### src/pkg/mgmt_mem_defines.vh
// Behaviour
// Lower memory of 128 bytes at 00h..7Fh, always reachable.
// Addressable space is 256 bytes, lower then upper; accesses stay inside.
// Upper memory 80h..FFh is a window showing one 128-byte page; code maps it to one fixed array, page_reg selects nothing.
// Unpaged variant: all 256 bytes direct, no page switching.
// Unpaged variant: content read-only, writes change nothing; code blocks only upper writes, lower registers still take writes.
// Latch bits are read-only, sticky at one, cleared by host read.
// Read returns old value, clears afterwards; simultaneous set survives.
// Each flag pairs with its own mask bit feeding interrupt logic.
// Host writes masks; a set mask removes that flag's interrupt.
// Interrupt high while any flag set with mask clear.
// During access hold-off, host reads and writes are rejected.
// Freeze holds dynamic registers steady for consistent readout; code holds only last_reg, results and flags still update.
// On-demand: trigger bit starts one gate period, then idle.
// Periodic: copy each gate result, restart next gate without gap.
// Ungated: measure exactly between host start and stop commands.
// Interval statistics give minimum, maximum and mean per interval.
// Low/high warning and alarm thresholds each give own indication.
`ifndef MGMT_MEM_DEFINES_VH
`define MGMT_MEM_DEFINES_VH
// Register indices, byte address = index * 4
`define IDX_FLAGS     8'h00
`define IDX_MASK      8'h01
`define IDX_CTRL      8'h02
`define IDX_STAT      8'h03
`define IDX_PAGE      8'h04
`define IDX_THR_LW    8'h05
`define IDX_THR_HW    8'h06
`define IDX_THR_LA    8'h07
`define IDX_THR_HA    8'h08
`define IDX_RES_MIN   8'h09
`define IDX_RES_MAX   8'h0A
`define IDX_RES_AVG   8'h0B
`define IDX_RES_CNT   8'h0C
`define IDX_RES_LAST  8'h0D
`define UPPER_BASE    8'h80
// Control fields
`define CTRL_MODE_LO  0
`define CTRL_MODE_HI  1
`define CTRL_TRIG     2
`define CTRL_START    3
`define CTRL_STOP     4
`define CTRL_FREEZE   5
`define CTRL_FLAT     6
// Flag fields
`define FLG_LW        0
`define FLG_HW        1
`define FLG_LA        2
`define FLG_HA        3
`define FLG_DONE      4
`define FLG_NUM       5
// Modes
`define MODE_OFF      2'h0
`define MODE_DEMAND   2'h1
`define MODE_PERIODIC 2'h2
`define MODE_UNGATED  2'h3
// Gate time in ns and cycles at 10 ns
`define GATE_NS       1000
`define CLK_NS        10
`define GATE_CYC      (`GATE_NS / `CLK_NS)
`define RST_MASK      8'hFF
`define RST_HI_THR    8'hFF
`endif

### src/rtl/mgmt_mem_flags.v
`timescale 1ns/1ps
`include "mgmt_mem_defines.vh"
module mgmt_mem_flags (
  input  wire        pclk,
  input  wire        presetn,
  input  wire        psel,
  input  wire        penable,
  input  wire        pwrite,
  input  wire [11:0] paddr,
  input  wire [31:0] pwdata,
  input  wire [3:0]  pstrb,
  output wire        pready,
  output reg  [31:0] prdata,
  output wire        pslverr,
  input  wire        hold_off,
  input  wire [7:0]  sample,
  input  wire        sample_valid,
  output wire        irq
);

  // ----------------------------------------
  // Storage
  // ----------------------------------------
  reg  [7:0]  flags_reg;
  reg  [7:0]  flags_next;
  reg  [7:0]  seen_reg;
  reg  [7:0]  mask_reg;
  reg  [7:0]  ctrl_reg;
  reg  [7:0]  page_reg;
  reg  [7:0]  thr_reg [0:3];
  reg  [7:0]  upper_reg [0:127];
  reg  [7:0]  min_reg;
  reg  [7:0]  max_reg;
  reg  [15:0] sum_reg;
  reg  [7:0]  cnt_reg;
  reg  [7:0]  last_reg;
  reg  [7:0]  res_min_reg;
  reg  [7:0]  res_max_reg;
  reg  [7:0]  res_avg_reg;
  reg  [7:0]  res_cnt_reg;
  reg  [15:0] gate_reg;
  reg         run_reg;
  reg  [31:0] rd_word;
  integer     i;

  // ----------------------------------------
  // Helpers
  // ----------------------------------------
  function is_thr;
    input [7:0] x;
    begin
      is_thr = (x >= `IDX_THR_LW) && (x <= `IDX_THR_HA);
    end
  endfunction

  function [1:0] thr_sel;
    input [7:0] x;
    begin
      thr_sel = x[1:0] - 2'h1;
    end
  endfunction

  function is_upper;
    input [7:0] x;
    begin
      is_upper = (x >= `UPPER_BASE);
    end
  endfunction

  function [7:0] mean8;
    input [15:0] s;
    input [7:0]  n;
    reg   [15:0] q;
    begin
      if (n == 8'h00) begin
        q = 16'h0000;
      end else begin
        q = s / {8'h00, n};
      end
      mean8 = q[7:0];
    end
  endfunction

  // ----------------------------------------
  // Bus decode
  // ----------------------------------------
  wire        setup     = psel & ~penable;
  wire        acc       = psel & penable;
  wire        in_range  = (paddr[11:10] == 2'h0) & (paddr[1:0] == 2'h0);
  wire [7:0]  idx       = paddr[9:2];
  wire        reject    = hold_off | ~in_range;
  wire        rd_setup  = setup & ~pwrite & ~reject;
  wire        wr_ok     = acc & pwrite & ~reject & pstrb[0];
  wire        rd_ok     = acc & ~pwrite & ~reject;
  wire        flat      = ctrl_reg[`CTRL_FLAT];
  wire        wr_live   = wr_ok & ~(flat & is_upper(idx));
  wire [1:0]  mode      = ctrl_reg[`CTRL_MODE_HI:`CTRL_MODE_LO];
  wire        frozen    = ctrl_reg[`CTRL_FREEZE];

  // ----------------------------------------
  // Write decode
  // ----------------------------------------
  wire        wr_ctrl   = wr_live & (idx == `IDX_CTRL);
  wire        rd_flags  = rd_ok & (idx == `IDX_FLAGS);
  wire [31:0] gate_full = `GATE_CYC;
  wire [15:0] gate_load = gate_full[15:0];

  assign pready  = 1'h1;
  assign pslverr = acc & reject;

  // ----------------------------------------
  // Measurement sequencing
  // ----------------------------------------
  wire        gate_end  = run_reg & (mode != `MODE_UNGATED) & (gate_reg == 16'h0001);
  wire        stop_cmd  = wr_ctrl & pwdata[`CTRL_STOP];
  wire        start_cmd = wr_ctrl & pwdata[`CTRL_START];
  wire        trig_cmd  = wr_ctrl & pwdata[`CTRL_TRIG];
  wire        ung_end   = run_reg & (mode == `MODE_UNGATED) & stop_cmd;
  wire        int_end   = gate_end | ung_end;
  wire        take      = run_reg & sample_valid;
  wire        first     = (cnt_reg == 8'h00);
  wire [7:0]  nmin      = (first || sample < min_reg) ? sample : min_reg;
  wire [7:0]  nmax      = (first || sample > max_reg) ? sample : max_reg;
  wire [16:0] sum_wide  = {1'h0, sum_reg} + {9'h000, sample};
  wire [15:0] nsum      = sum_wide[15:0];
  wire [8:0]  cnt_wide  = {1'h0, cnt_reg} + 9'h001;
  wire [7:0]  ncnt      = cnt_wide[7:0];

  // ----------------------------------------
  // Result pick
  // ----------------------------------------
  wire [7:0]  fin_min   = take ? nmin : min_reg;
  wire [7:0]  fin_max   = take ? nmax : max_reg;
  wire [15:0] fin_sum   = take ? nsum : sum_reg;
  wire [7:0]  fin_cnt   = take ? ncnt : cnt_reg;

  // ----------------------------------------
  // Start conditions
  // ----------------------------------------
  wire        go_demand = (mode == `MODE_DEMAND) & trig_cmd;
  wire        go_period = (mode == `MODE_PERIODIC);
  wire        go_ungate = (mode == `MODE_UNGATED) & start_cmd;
  wire        go        = go_demand | go_period | go_ungate;

  // ----------------------------------------
  // Threshold and interval events
  // ----------------------------------------
  wire [7:0] ev;
  assign ev[`FLG_LW]   = sample_valid & (sample < thr_reg[0]);
  assign ev[`FLG_HW]   = sample_valid & (sample > thr_reg[1]);
  assign ev[`FLG_LA]   = sample_valid & (sample < thr_reg[2]);
  assign ev[`FLG_HA]   = sample_valid & (sample > thr_reg[3]);
  assign ev[`FLG_DONE] = int_end;
  assign ev[7:5]       = 3'h0;

  always @* begin
    flags_next = (flags_reg & ~(rd_flags ? seen_reg : 8'h00)) | ev;
  end

  // ----------------------------------------
  // Read data selection
  // ----------------------------------------
  always @* begin
    rd_word = 32'h0000_0000;
    if (idx == `IDX_FLAGS) begin
      rd_word[7:0] = flags_reg;
    end else if (idx == `IDX_MASK) begin
      rd_word[7:0] = mask_reg;
    end else if (idx == `IDX_CTRL) begin
      rd_word[7:0] = ctrl_reg;
    end else if (idx == `IDX_STAT) begin
      rd_word[1:0] = {run_reg, irq};
    end else if (idx == `IDX_PAGE) begin
      rd_word[7:0] = page_reg;
    end else if (is_thr(idx)) begin
      rd_word[7:0] = thr_reg[thr_sel(idx)];
    end else if (idx == `IDX_RES_MIN) begin
      rd_word[7:0] = res_min_reg;
    end else if (idx == `IDX_RES_MAX) begin
      rd_word[7:0] = res_max_reg;
    end else if (idx == `IDX_RES_AVG) begin
      rd_word[7:0] = res_avg_reg;
    end else if (idx == `IDX_RES_CNT) begin
      rd_word[7:0] = res_cnt_reg;
    end else if (idx == `IDX_RES_LAST) begin
      rd_word[7:0] = last_reg;
    end else if (is_upper(idx)) begin
      rd_word[7:0] = upper_reg[idx[6:0]];
    end
  end

  // ----------------------------------------
  // Host registers
  // ----------------------------------------
  always @(posedge pclk or negedge presetn) begin
    if (!presetn) begin
      flags_reg  <= 8'h00;
      seen_reg   <= 8'h00;
      mask_reg   <= `RST_MASK;
      ctrl_reg   <= 8'h00;
      page_reg   <= 8'h00;
      thr_reg[0] <= 8'h00;
      thr_reg[1] <= `RST_HI_THR;
      thr_reg[2] <= 8'h00;
      thr_reg[3] <= `RST_HI_THR;
      for (i = 0; i < 128; i = i + 1) begin
        upper_reg[i] <= 8'h00;
      end
      prdata     <= 32'h0000_0000;
    end else begin
      flags_reg <= flags_next;
      if (rd_setup) begin
        seen_reg <= (idx == `IDX_FLAGS) ? flags_reg : 8'h00;
        prdata   <= rd_word;
      end
      if (wr_live) begin
        if (idx == `IDX_MASK) begin
          mask_reg <= pwdata[7:0];
        end else if (idx == `IDX_CTRL) begin
          ctrl_reg <= {pwdata[7:5], 3'h0, pwdata[1:0]};
        end else if (idx == `IDX_PAGE) begin
          page_reg <= flat ? 8'h00 : pwdata[7:0];
        end else if (is_thr(idx)) begin
          thr_reg[thr_sel(idx)] <= pwdata[7:0];
        end else if (is_upper(idx)) begin
          upper_reg[idx[6:0]] <= pwdata[7:0];
        end
      end
    end
  end

  // ----------------------------------------
  // Gate control
  // ----------------------------------------
  always @(posedge pclk or negedge presetn) begin
    if (!presetn) begin
      run_reg  <= 1'h0;
      gate_reg <= 16'h0000;
    end else begin
      if (mode == `MODE_OFF) begin
        run_reg <= 1'h0;
      end else if (!run_reg) begin
        if (go) begin
          run_reg  <= 1'h1;
          gate_reg <= gate_load;
        end
      end else if (int_end) begin
        run_reg  <= (mode == `MODE_PERIODIC);
        gate_reg <= gate_load;
      end else if (gate_reg != 16'h0000) begin
        gate_reg <= gate_reg - 16'h0001;
      end
    end
  end

  // ----------------------------------------
  // Interval statistics
  // ----------------------------------------
  always @(posedge pclk or negedge presetn) begin
    if (!presetn) begin
      min_reg     <= 8'h00;
      max_reg     <= 8'h00;
      sum_reg     <= 16'h0000;
      cnt_reg     <= 8'h00;
      res_min_reg <= 8'h00;
      res_max_reg <= 8'h00;
      res_avg_reg <= 8'h00;
      res_cnt_reg <= 8'h00;
    end else begin
      if (int_end) begin
        res_min_reg <= fin_min;
        res_max_reg <= fin_max;
        res_avg_reg <= mean8(fin_sum, fin_cnt);
        res_cnt_reg <= fin_cnt;
        cnt_reg     <= 8'h00;
        sum_reg     <= 16'h0000;
      end else if (take) begin
        min_reg <= nmin;
        max_reg <= nmax;
        sum_reg <= nsum;
        cnt_reg <= ncnt;
      end else if (!run_reg) begin
        cnt_reg <= 8'h00;
        sum_reg <= 16'h0000;
      end
    end
  end

  // ----------------------------------------
  // Live value, held while frozen
  // ----------------------------------------
  always @(posedge pclk or negedge presetn) begin
    if (!presetn) begin
      last_reg <= 8'h00;
    end else if (sample_valid && !frozen) begin
      last_reg <= sample;
    end
  end

  // ----------------------------------------
  // Interrupt
  // ----------------------------------------
  assign irq = |(flags_reg & ~mask_reg);

endmodule // mgmt_mem_flags

### config.mk
export PLATFORM = sky130hd
export DESIGN_NAME = mgmt_mem_flags
export DESIGN_NICKNAME = d
export VERILOG_FILES = /design/src/rtl/mgmt_mem_flags.v
export VERILOG_INCLUDE_DIRS = /design/src /design/src/pkg
export SDC_FILE = /design/constraint.sdc
export NUM_CORES = 2
export LEC_CHECK = 0
export ABC_AREA = 1
export BUFFER_PORTS_ARGS = -buffer_cell sky130_fd_sc_hd__buf_2
export CAP_MARGIN = 0
export CORE_MARGIN = 2
export CORE_UTILIZATION = 65
export DETAILED_ROUTE_END_ITERATION = 8
export PLACE_DENSITY = 0.82
export SKIP_CTS_REPAIR_TIMING = 1
export SLEW_MARGIN = 20
export SYNTH_ARGS = -nofsm -noshare
export SYNTH_HDL_FRONTEND = slang
export SYNTH_SLANG_ARGS = --single-unit
### constraint.sdc
create_clock -name pclk -period 88.9 [get_ports pclk]
set_input_delay 4.445 -clock pclk [delete_from_list [all_inputs] [get_ports pclk]]
set_output_delay 4.445 -clock pclk [all_outputs]
set_load 0.01 [all_outputs]
=== Word-level counts from Yosys, hierarchy flattened ===
Cells that the tools add are included.

* Add/sub/neg operators: 4
* Div/mod/pow operators: 1
* $lt $le $gt $ge: 13
* Equality and inequality tests: 16
* Mux-type cells: 49
* Bitwise gates (word level): 50
* Reduce and logical (&&, ||, !) cells: 22

{| class="wikitable"
|+ Operators by type and width
! kind !! number
|-
| $bwmux 1024 || 1
|-
| $mux 8 || 29
|-
| $mux 16 || 8
|-
| $bmux 8 s7 || 1
|-
| $demux 8 s7 || 1
|-
| $eq 8x4->1 const B || 5
|-
| $bwmux 32 || 1
|-
| $and 1x1->1 || 29
|-
| $gt 8x8->1 || 3
|-
| $logic_not 8->1 || 3
|-
| $lt 8x8->1 || 3
|-
| $add 16x8->16 || 1
|-
| $and 8x8->8 || 2
|-
| $bmux 8 s2 || 1
|-
| $demux 8 s2 || 1
|-
| $div 16x8->16 || 1
|-
| $eq 16x1->1 const B || 1
|-
| $eq 8x2->1 const B || 2
|-
| $ge 8x8->1 const B || 2
|-
| $not 8->8 || 2
|-
| $reduce_bool 16->1 || 1
|-
| $sub 16x1->16 const B || 1
|-
| $not 1->1 || 10
|-
| $add 8x1->8 const B || 1
|-
| other kinds (30) || 45
|}

* Register bits after elaboration: 1198
* Input port bits: 63
* Word-level logic and storage cells: 304

=== Depth between registers and ports, before layout ===
* Depth after elaboration: 16
* Mapped depth: 219
* Mapped depth without buffers: 210

=== Least setup slack after synthesis ===
Ideal clock, no wire load.

* Path type: input-to-reg
* From: in sample_valid
* To: reg res_avg_reg[0]
* Setup time: 0.116 ns
* Data arrival time: 32.188 ns
* Required time: 88.784 ns
* Path slack: 56.596 ns
* Stages: 206
* Cells stage by stage: nand2_2 clkinv_4 buf_4 clkbuf_1 buf_1 ha_1 ha_1 nor2_1 nor2_1 nand3_1 nand2_1 nand2_1 ha_1 inv_1 o21bai_1 nand3_2 or2_1 nand2_1 [... 170 more ...] nor2_4 nand2_2 inv_4 buf_6 nand2_2 o21ai_2 ha_1 a21boi_0 o21a_1 o21ai_0 nand2_1 a21oi_1 o21bai_1 a21o_1 a21oi_1 nand2_1 nand2_1 nand2_1

* Word-level cells in the longest chain between the ends: 4
* Elaborated cells between the ends (all ways): 6
* Those cells by class: 1 x div; 3 x mux; 1 x bitwise; 1 x reduce/logical

{| class="wikitable"
|+ RTL lines
! what !! RTL line !! source
|-
| start, declared || mgmt_mem_flags.v:17 || <nowiki>input wire sample_valid,</nowiki>
|-
| $and 1x1->1 * || mgmt_mem_flags.v:120 || <nowiki>wire take = run_reg & sample_valid;</nowiki>
|-
| $mux 16 or $mux 8 (tied branches) || mgmt_mem_flags.v:134, mgmt_mem_flags.v:135 ||
|-
| $div 16x8->16 or $logic_not 8->1 (tied branches) || mgmt_mem_flags.v:78, mgmt_mem_flags.v:75 ||
|-
| $mux 8 * || mgmt_mem_flags.v:75 || <nowiki>if (n == 8'h00) begin</nowiki>
|-
| end signal, assigned || mgmt_mem_flags.v:273 || <nowiki>res_avg_reg <= mean8(fin_sum, fin_cnt);</nowiki>
|-
| end, declared || mgmt_mem_flags.v:39 || <nowiki>reg [7:0] res_avg_reg;</nowiki>
|}

Mark *: on every way between the ends. The rest lies on a longest branch, timed or not.
A chain may end at the register's enable or synchronous reset.

=== Final worst setup path ===
* From: in sample[6]
* To: reg res_avg_reg[0]

* Word-level cells in the longest chain between the ends: 4

{| class="wikitable"
|+ RTL lines
! what !! RTL line !! source
|-
| start, declared || mgmt_mem_flags.v:16 || <nowiki>input wire [7:0] sample,</nowiki>
|-
| $add 16x8->16 || mgmt_mem_flags.v:124 || <nowiki>wire [16:0] sum_wide = {1'h0, sum_reg} + {9'h000, sample};</nowiki>
|-
| $mux 16 || mgmt_mem_flags.v:134 || <nowiki>wire [15:0] fin_sum = take ? nsum : sum_reg;</nowiki>
|-
| $div 16x8->16 || mgmt_mem_flags.v:78 || <nowiki>q = s / {8'h00, n};</nowiki>
|-
| $mux 8 || mgmt_mem_flags.v:75 ||
|}

Every way passes these cells.

==> metrics.log <==
INFO  metric run_status = complete, no violations
INFO  metric layout.core_utilization = 0.704
INFO  metric route.detailed.wl_per_inst = 21.3 um
INFO  metric die-width = 302 um
INFO  metric finalWorstPathRequiredPeriod = about 36 ns
INFO  metric worst-path-stages = 201
INFO  metric syn-cell-area = 57,800 um2
INFO  metric worst_hold_path_type = reg -> reg
INFO  metric globalRouteTotalUtil = 0.361
INFO  metric synth.top_cells.by_area = sky130_fd_sc_hd__dfrtp_1 (51%), sky130_fd_sc_hd__nand2_1 (13%), sky130_fd_sc_hd__o21ai_0 (11%)
INFO  metric final_slew_viol_count = 0
INFO  metric first_pass_grt_wire_length = 260 mm
INFO  metric number_of_setup_violations_in_the_final_report = 0
INFO  metric part_of_the_power_in_registers = 0.507
INFO  metric critPathMaxStageDelay = around 0.55 ns
INFO  metric worst_reg_to_reg_cells = about 190
INFO  metric unrepaired_setup_endpoints_after_global_routing = no
INFO  metric post-dp-hpwl = 98.2 mm
INFO  metric cp.arrival = 36.53 ns
INFO  metric grt_start_max_net_pins = around 170
INFO  metric critical_path_peak_fanout = 16
INFO  metric yosys.area.top_type_share = 0.508
INFO  metric clockBufferDepth = 3
INFO  metric cts_tree = done
INFO  metric drtAntennaViolNets = 0
INFO  metric ctsRootBufferMaster = sky130_fd_sc_hd__clkbuf_16
INFO  metric largest_register_ffs = 1,024
INFO  metric async_reset_ff_frac = 1.00
INFO  metric dpl.cell_count = 7,542
INFO  metric clkSinkCount = 1,198
INFO  metric placementRows = 109
INFO  metric synth_cell_type_count = between 60 and 70
INFO  metric post_route_cells_drive_above_1_share = 0.0682
INFO  metric crit_path_frequent_cell = sky130_fd_sc_hd__nand2_1
INFO  metric max-cap-violations = 0
INFO  metric number_of_remaining_drc_errors = 0
INFO  metric finalNonFillerCells = 7,750
INFO  metric top_layer_used_by_detailed_routing = met5
INFO  metric synth-warning-count = 0
INFO  metric critical_path.startpoint_type = input port
INFO  metric pwr_density_cell = 17.4 nW/um2
INFO  metric synth-main-ff-cell = sky130_fd_sc_hd__dfrtp_1
INFO  metric flop_and_latch_count_out_of_synthesis = 1,198
INFO  metric total_switching_power = 251 uW
INFO  metric power.leakage = 28.2 nW
INFO  metric detailroute.wirelength.met2 = 73.4 mm
INFO  metric post_synth_inst_count = 6,694
INFO  metric worstHoldPathCells = 1
INFO  metric max_slew_margin = 0.250
INFO  metric final.setup.tns = 0 ns
INFO  metric report.final.hold_viol_count = 0
INFO  metric critical_path_buf_inv_count = 22
INFO  metric drt-total-wl = 165 mm
INFO  metric dieArea = between 90,000 and 100,000 um2
INFO  metric ys_top_cells_by_count = sky130_fd_sc_hd__nand2_1 (2,013), sky130_fd_sc_hd__o21ai_0 (1,283), sky130_fd_sc_hd__dfrtp_1 (1,174)
INFO  metric power.ir.vdd_worst = 0.0220 mV
INFO  metric grt_remaining_overflow = 0
INFO  metric vias = 49,700
INFO  metric synth-edff-count = 0
INFO  metric worstMarginPinSlew = approximately 1.1 ns
INFO  metric dr.first_iter.drc_count = 6,803
INFO  metric met3_wirelength = 18.9 mm
INFO  metric synth_largest_area_cell = sky130_fd_sc_hd__dfrtp_1
INFO  metric final_nets = 6,722
INFO  metric boundaryPins = approximately 100
INFO  metric grt_antenna_before_repair = 3
INFO  metric cts-htree-levels = 3
INFO  metric routed_via_density = approximately 6.4
INFO  metric cellInternalPower = 828 uW
INFO  metric buffers_on_ports = 45
INFO  metric die_y = a little over 300 um
INFO  metric cp_slowest_cell = sky130_fd_sc_hd__nor2_2
INFO  metric share_comb_of_total_power = 0.039
INFO  metric worstPathRequired = 89.46 ns
INFO  metric area_overhead_of_the_layout_relative_to_synthesis = 7.56%
INFO  metric synthMostInstantiatedCell = sky130_fd_sc_hd__nand2_1
INFO  metric fraction_of_the_cycle_the_final_worst_path_needs = 0.405
INFO  metric coreArea = between 80,000 and 90,000 um2
INFO  metric detailed_place.area = 58,400 um2
INFO  metric power_switching_share = 0.233
INFO  metric finalHoldWorstSlack = roughly 0.47 ns
INFO  metric end_kind = register
INFO  metric globalplace.congestion = 0.917
INFO  metric wire_length_on_met1 = 65.6 mm
INFO  metric final_area = 62,200 um2
INFO  metric fmax = between 0.02 and 0.03 GHz
INFO  metric floorplan.initialDensity = 0.655
INFO  metric finClkSkew = around 0.046 ns
INFO  metric skew_pair_late_insertion_delay = 0.71 ns
INFO  metric clk_pin_slew_worst_paths = 0.06 ns
INFO  metric synth.yosys.seq_area_share = 0.519
INFO  metric clkPwrFrac = 0.454
INFO  metric rrSetupSlack = 56.54 ns
INFO  metric cts_buffers = 114
INFO  metric post_synth.cell_area_avg = 8.63 um2
INFO  metric drt_first_pass_iters = 9
INFO  metric criticalPathCategory = in -> reg
INFO  metric first_global_vias = 47,000
INFO  metric cpLargestDelayFamily = compound AO/OA/AOI/OAI gates
==> kinds of logic (layout without fill, tap and decap cells) <==
family | count (synthesis) | after routing | share of synthesized area
other cells | 2 | 27 | 0.000130
xor+xnor | 66 | 66 | 0.0100
mux | 7 | 7 | 0.00136
simple gates | 2547 | 2547 | 0.183
compound gates | 1974 | 1974 | 0.200
fa+ha+maj | 165 | 165 | 0.0359
flops | 1198 | 1198 | 0.519
buf+inv | 735 | 601 | 0.0499
==> power groups by stage <==
stage               Sequential (mW)  Clock (mW)  Combinational, mW
detailed placement            0.557           0             0.0411
finish                        0.547       0.490             0.0422
CTS                           0.547       0.492             0.0414
floorplan                     0.557           0             0.0178
global route                  0.546       0.514             0.0456
global placement              0.557           0             0.0406
==> through the flow <==
stage               power (mW)  worst slack, ns
floorplan                0.575            56.60
global placement         0.597            53.57
detailed placement       0.598            52.73
CTS                       1.08            53.24
global route              1.11            49.77
finish                    1.08            52.93
==> area by class of cell <==
cell class | count | area (um2)
flip-flops and latches | 1198 | 30000
fillers | 6452 | 26100
multi-input cells | 4784 | 25100
clock buffers | 173 | 3340
well taps | 1165 | 1460
inverters | 288 | 1120
repair buffers | 108 | 774
clock inverters | 32 | 400
diodes | 2 | 5.00
==> path summary, 6_finish.rpt <==
check | from | to
worst min register to register | gate_reg[14] | gate_reg[14]
min in group asynchronous | presetn | upper_reg[542]
worst max-delay path | sample[6] | res_avg_reg[0]
max in group asynchronous | presetn | upper_reg[985]
worst min-delay path | gate_reg[14] | gate_reg[14]
worst max register to register | run_reg | res_avg_reg[0]
==> metal layers <==
layer	track usage	up-vias
li1	-	22500
met1	0.504	24100
met2	0.548	2703
met3	0.0859	478
met4	0.148	2
met5	0	-
==> placed cells by master (no fill, tap or decap), drive strengths merged, types with 15 or more instances in the layout <==
master / instances
nand3: 149
a21oi: 132
or2: 18
nand4: 142
clkinv: 29
a22o: 103
o22ai: 27
nor2: 141
conb: 25
a21o: 35
nand2: 2043
o21ai: 1302
nor3: 29
a221oi: 135
ha: 164
buf: 108
a22oi: 157
dfstp: 24
xnor2: 36
xor2: 30
clkbuf: 173
o21bai: 15
inv: 284
dfrtp: 1174
(Power assumes the default switching activity.)
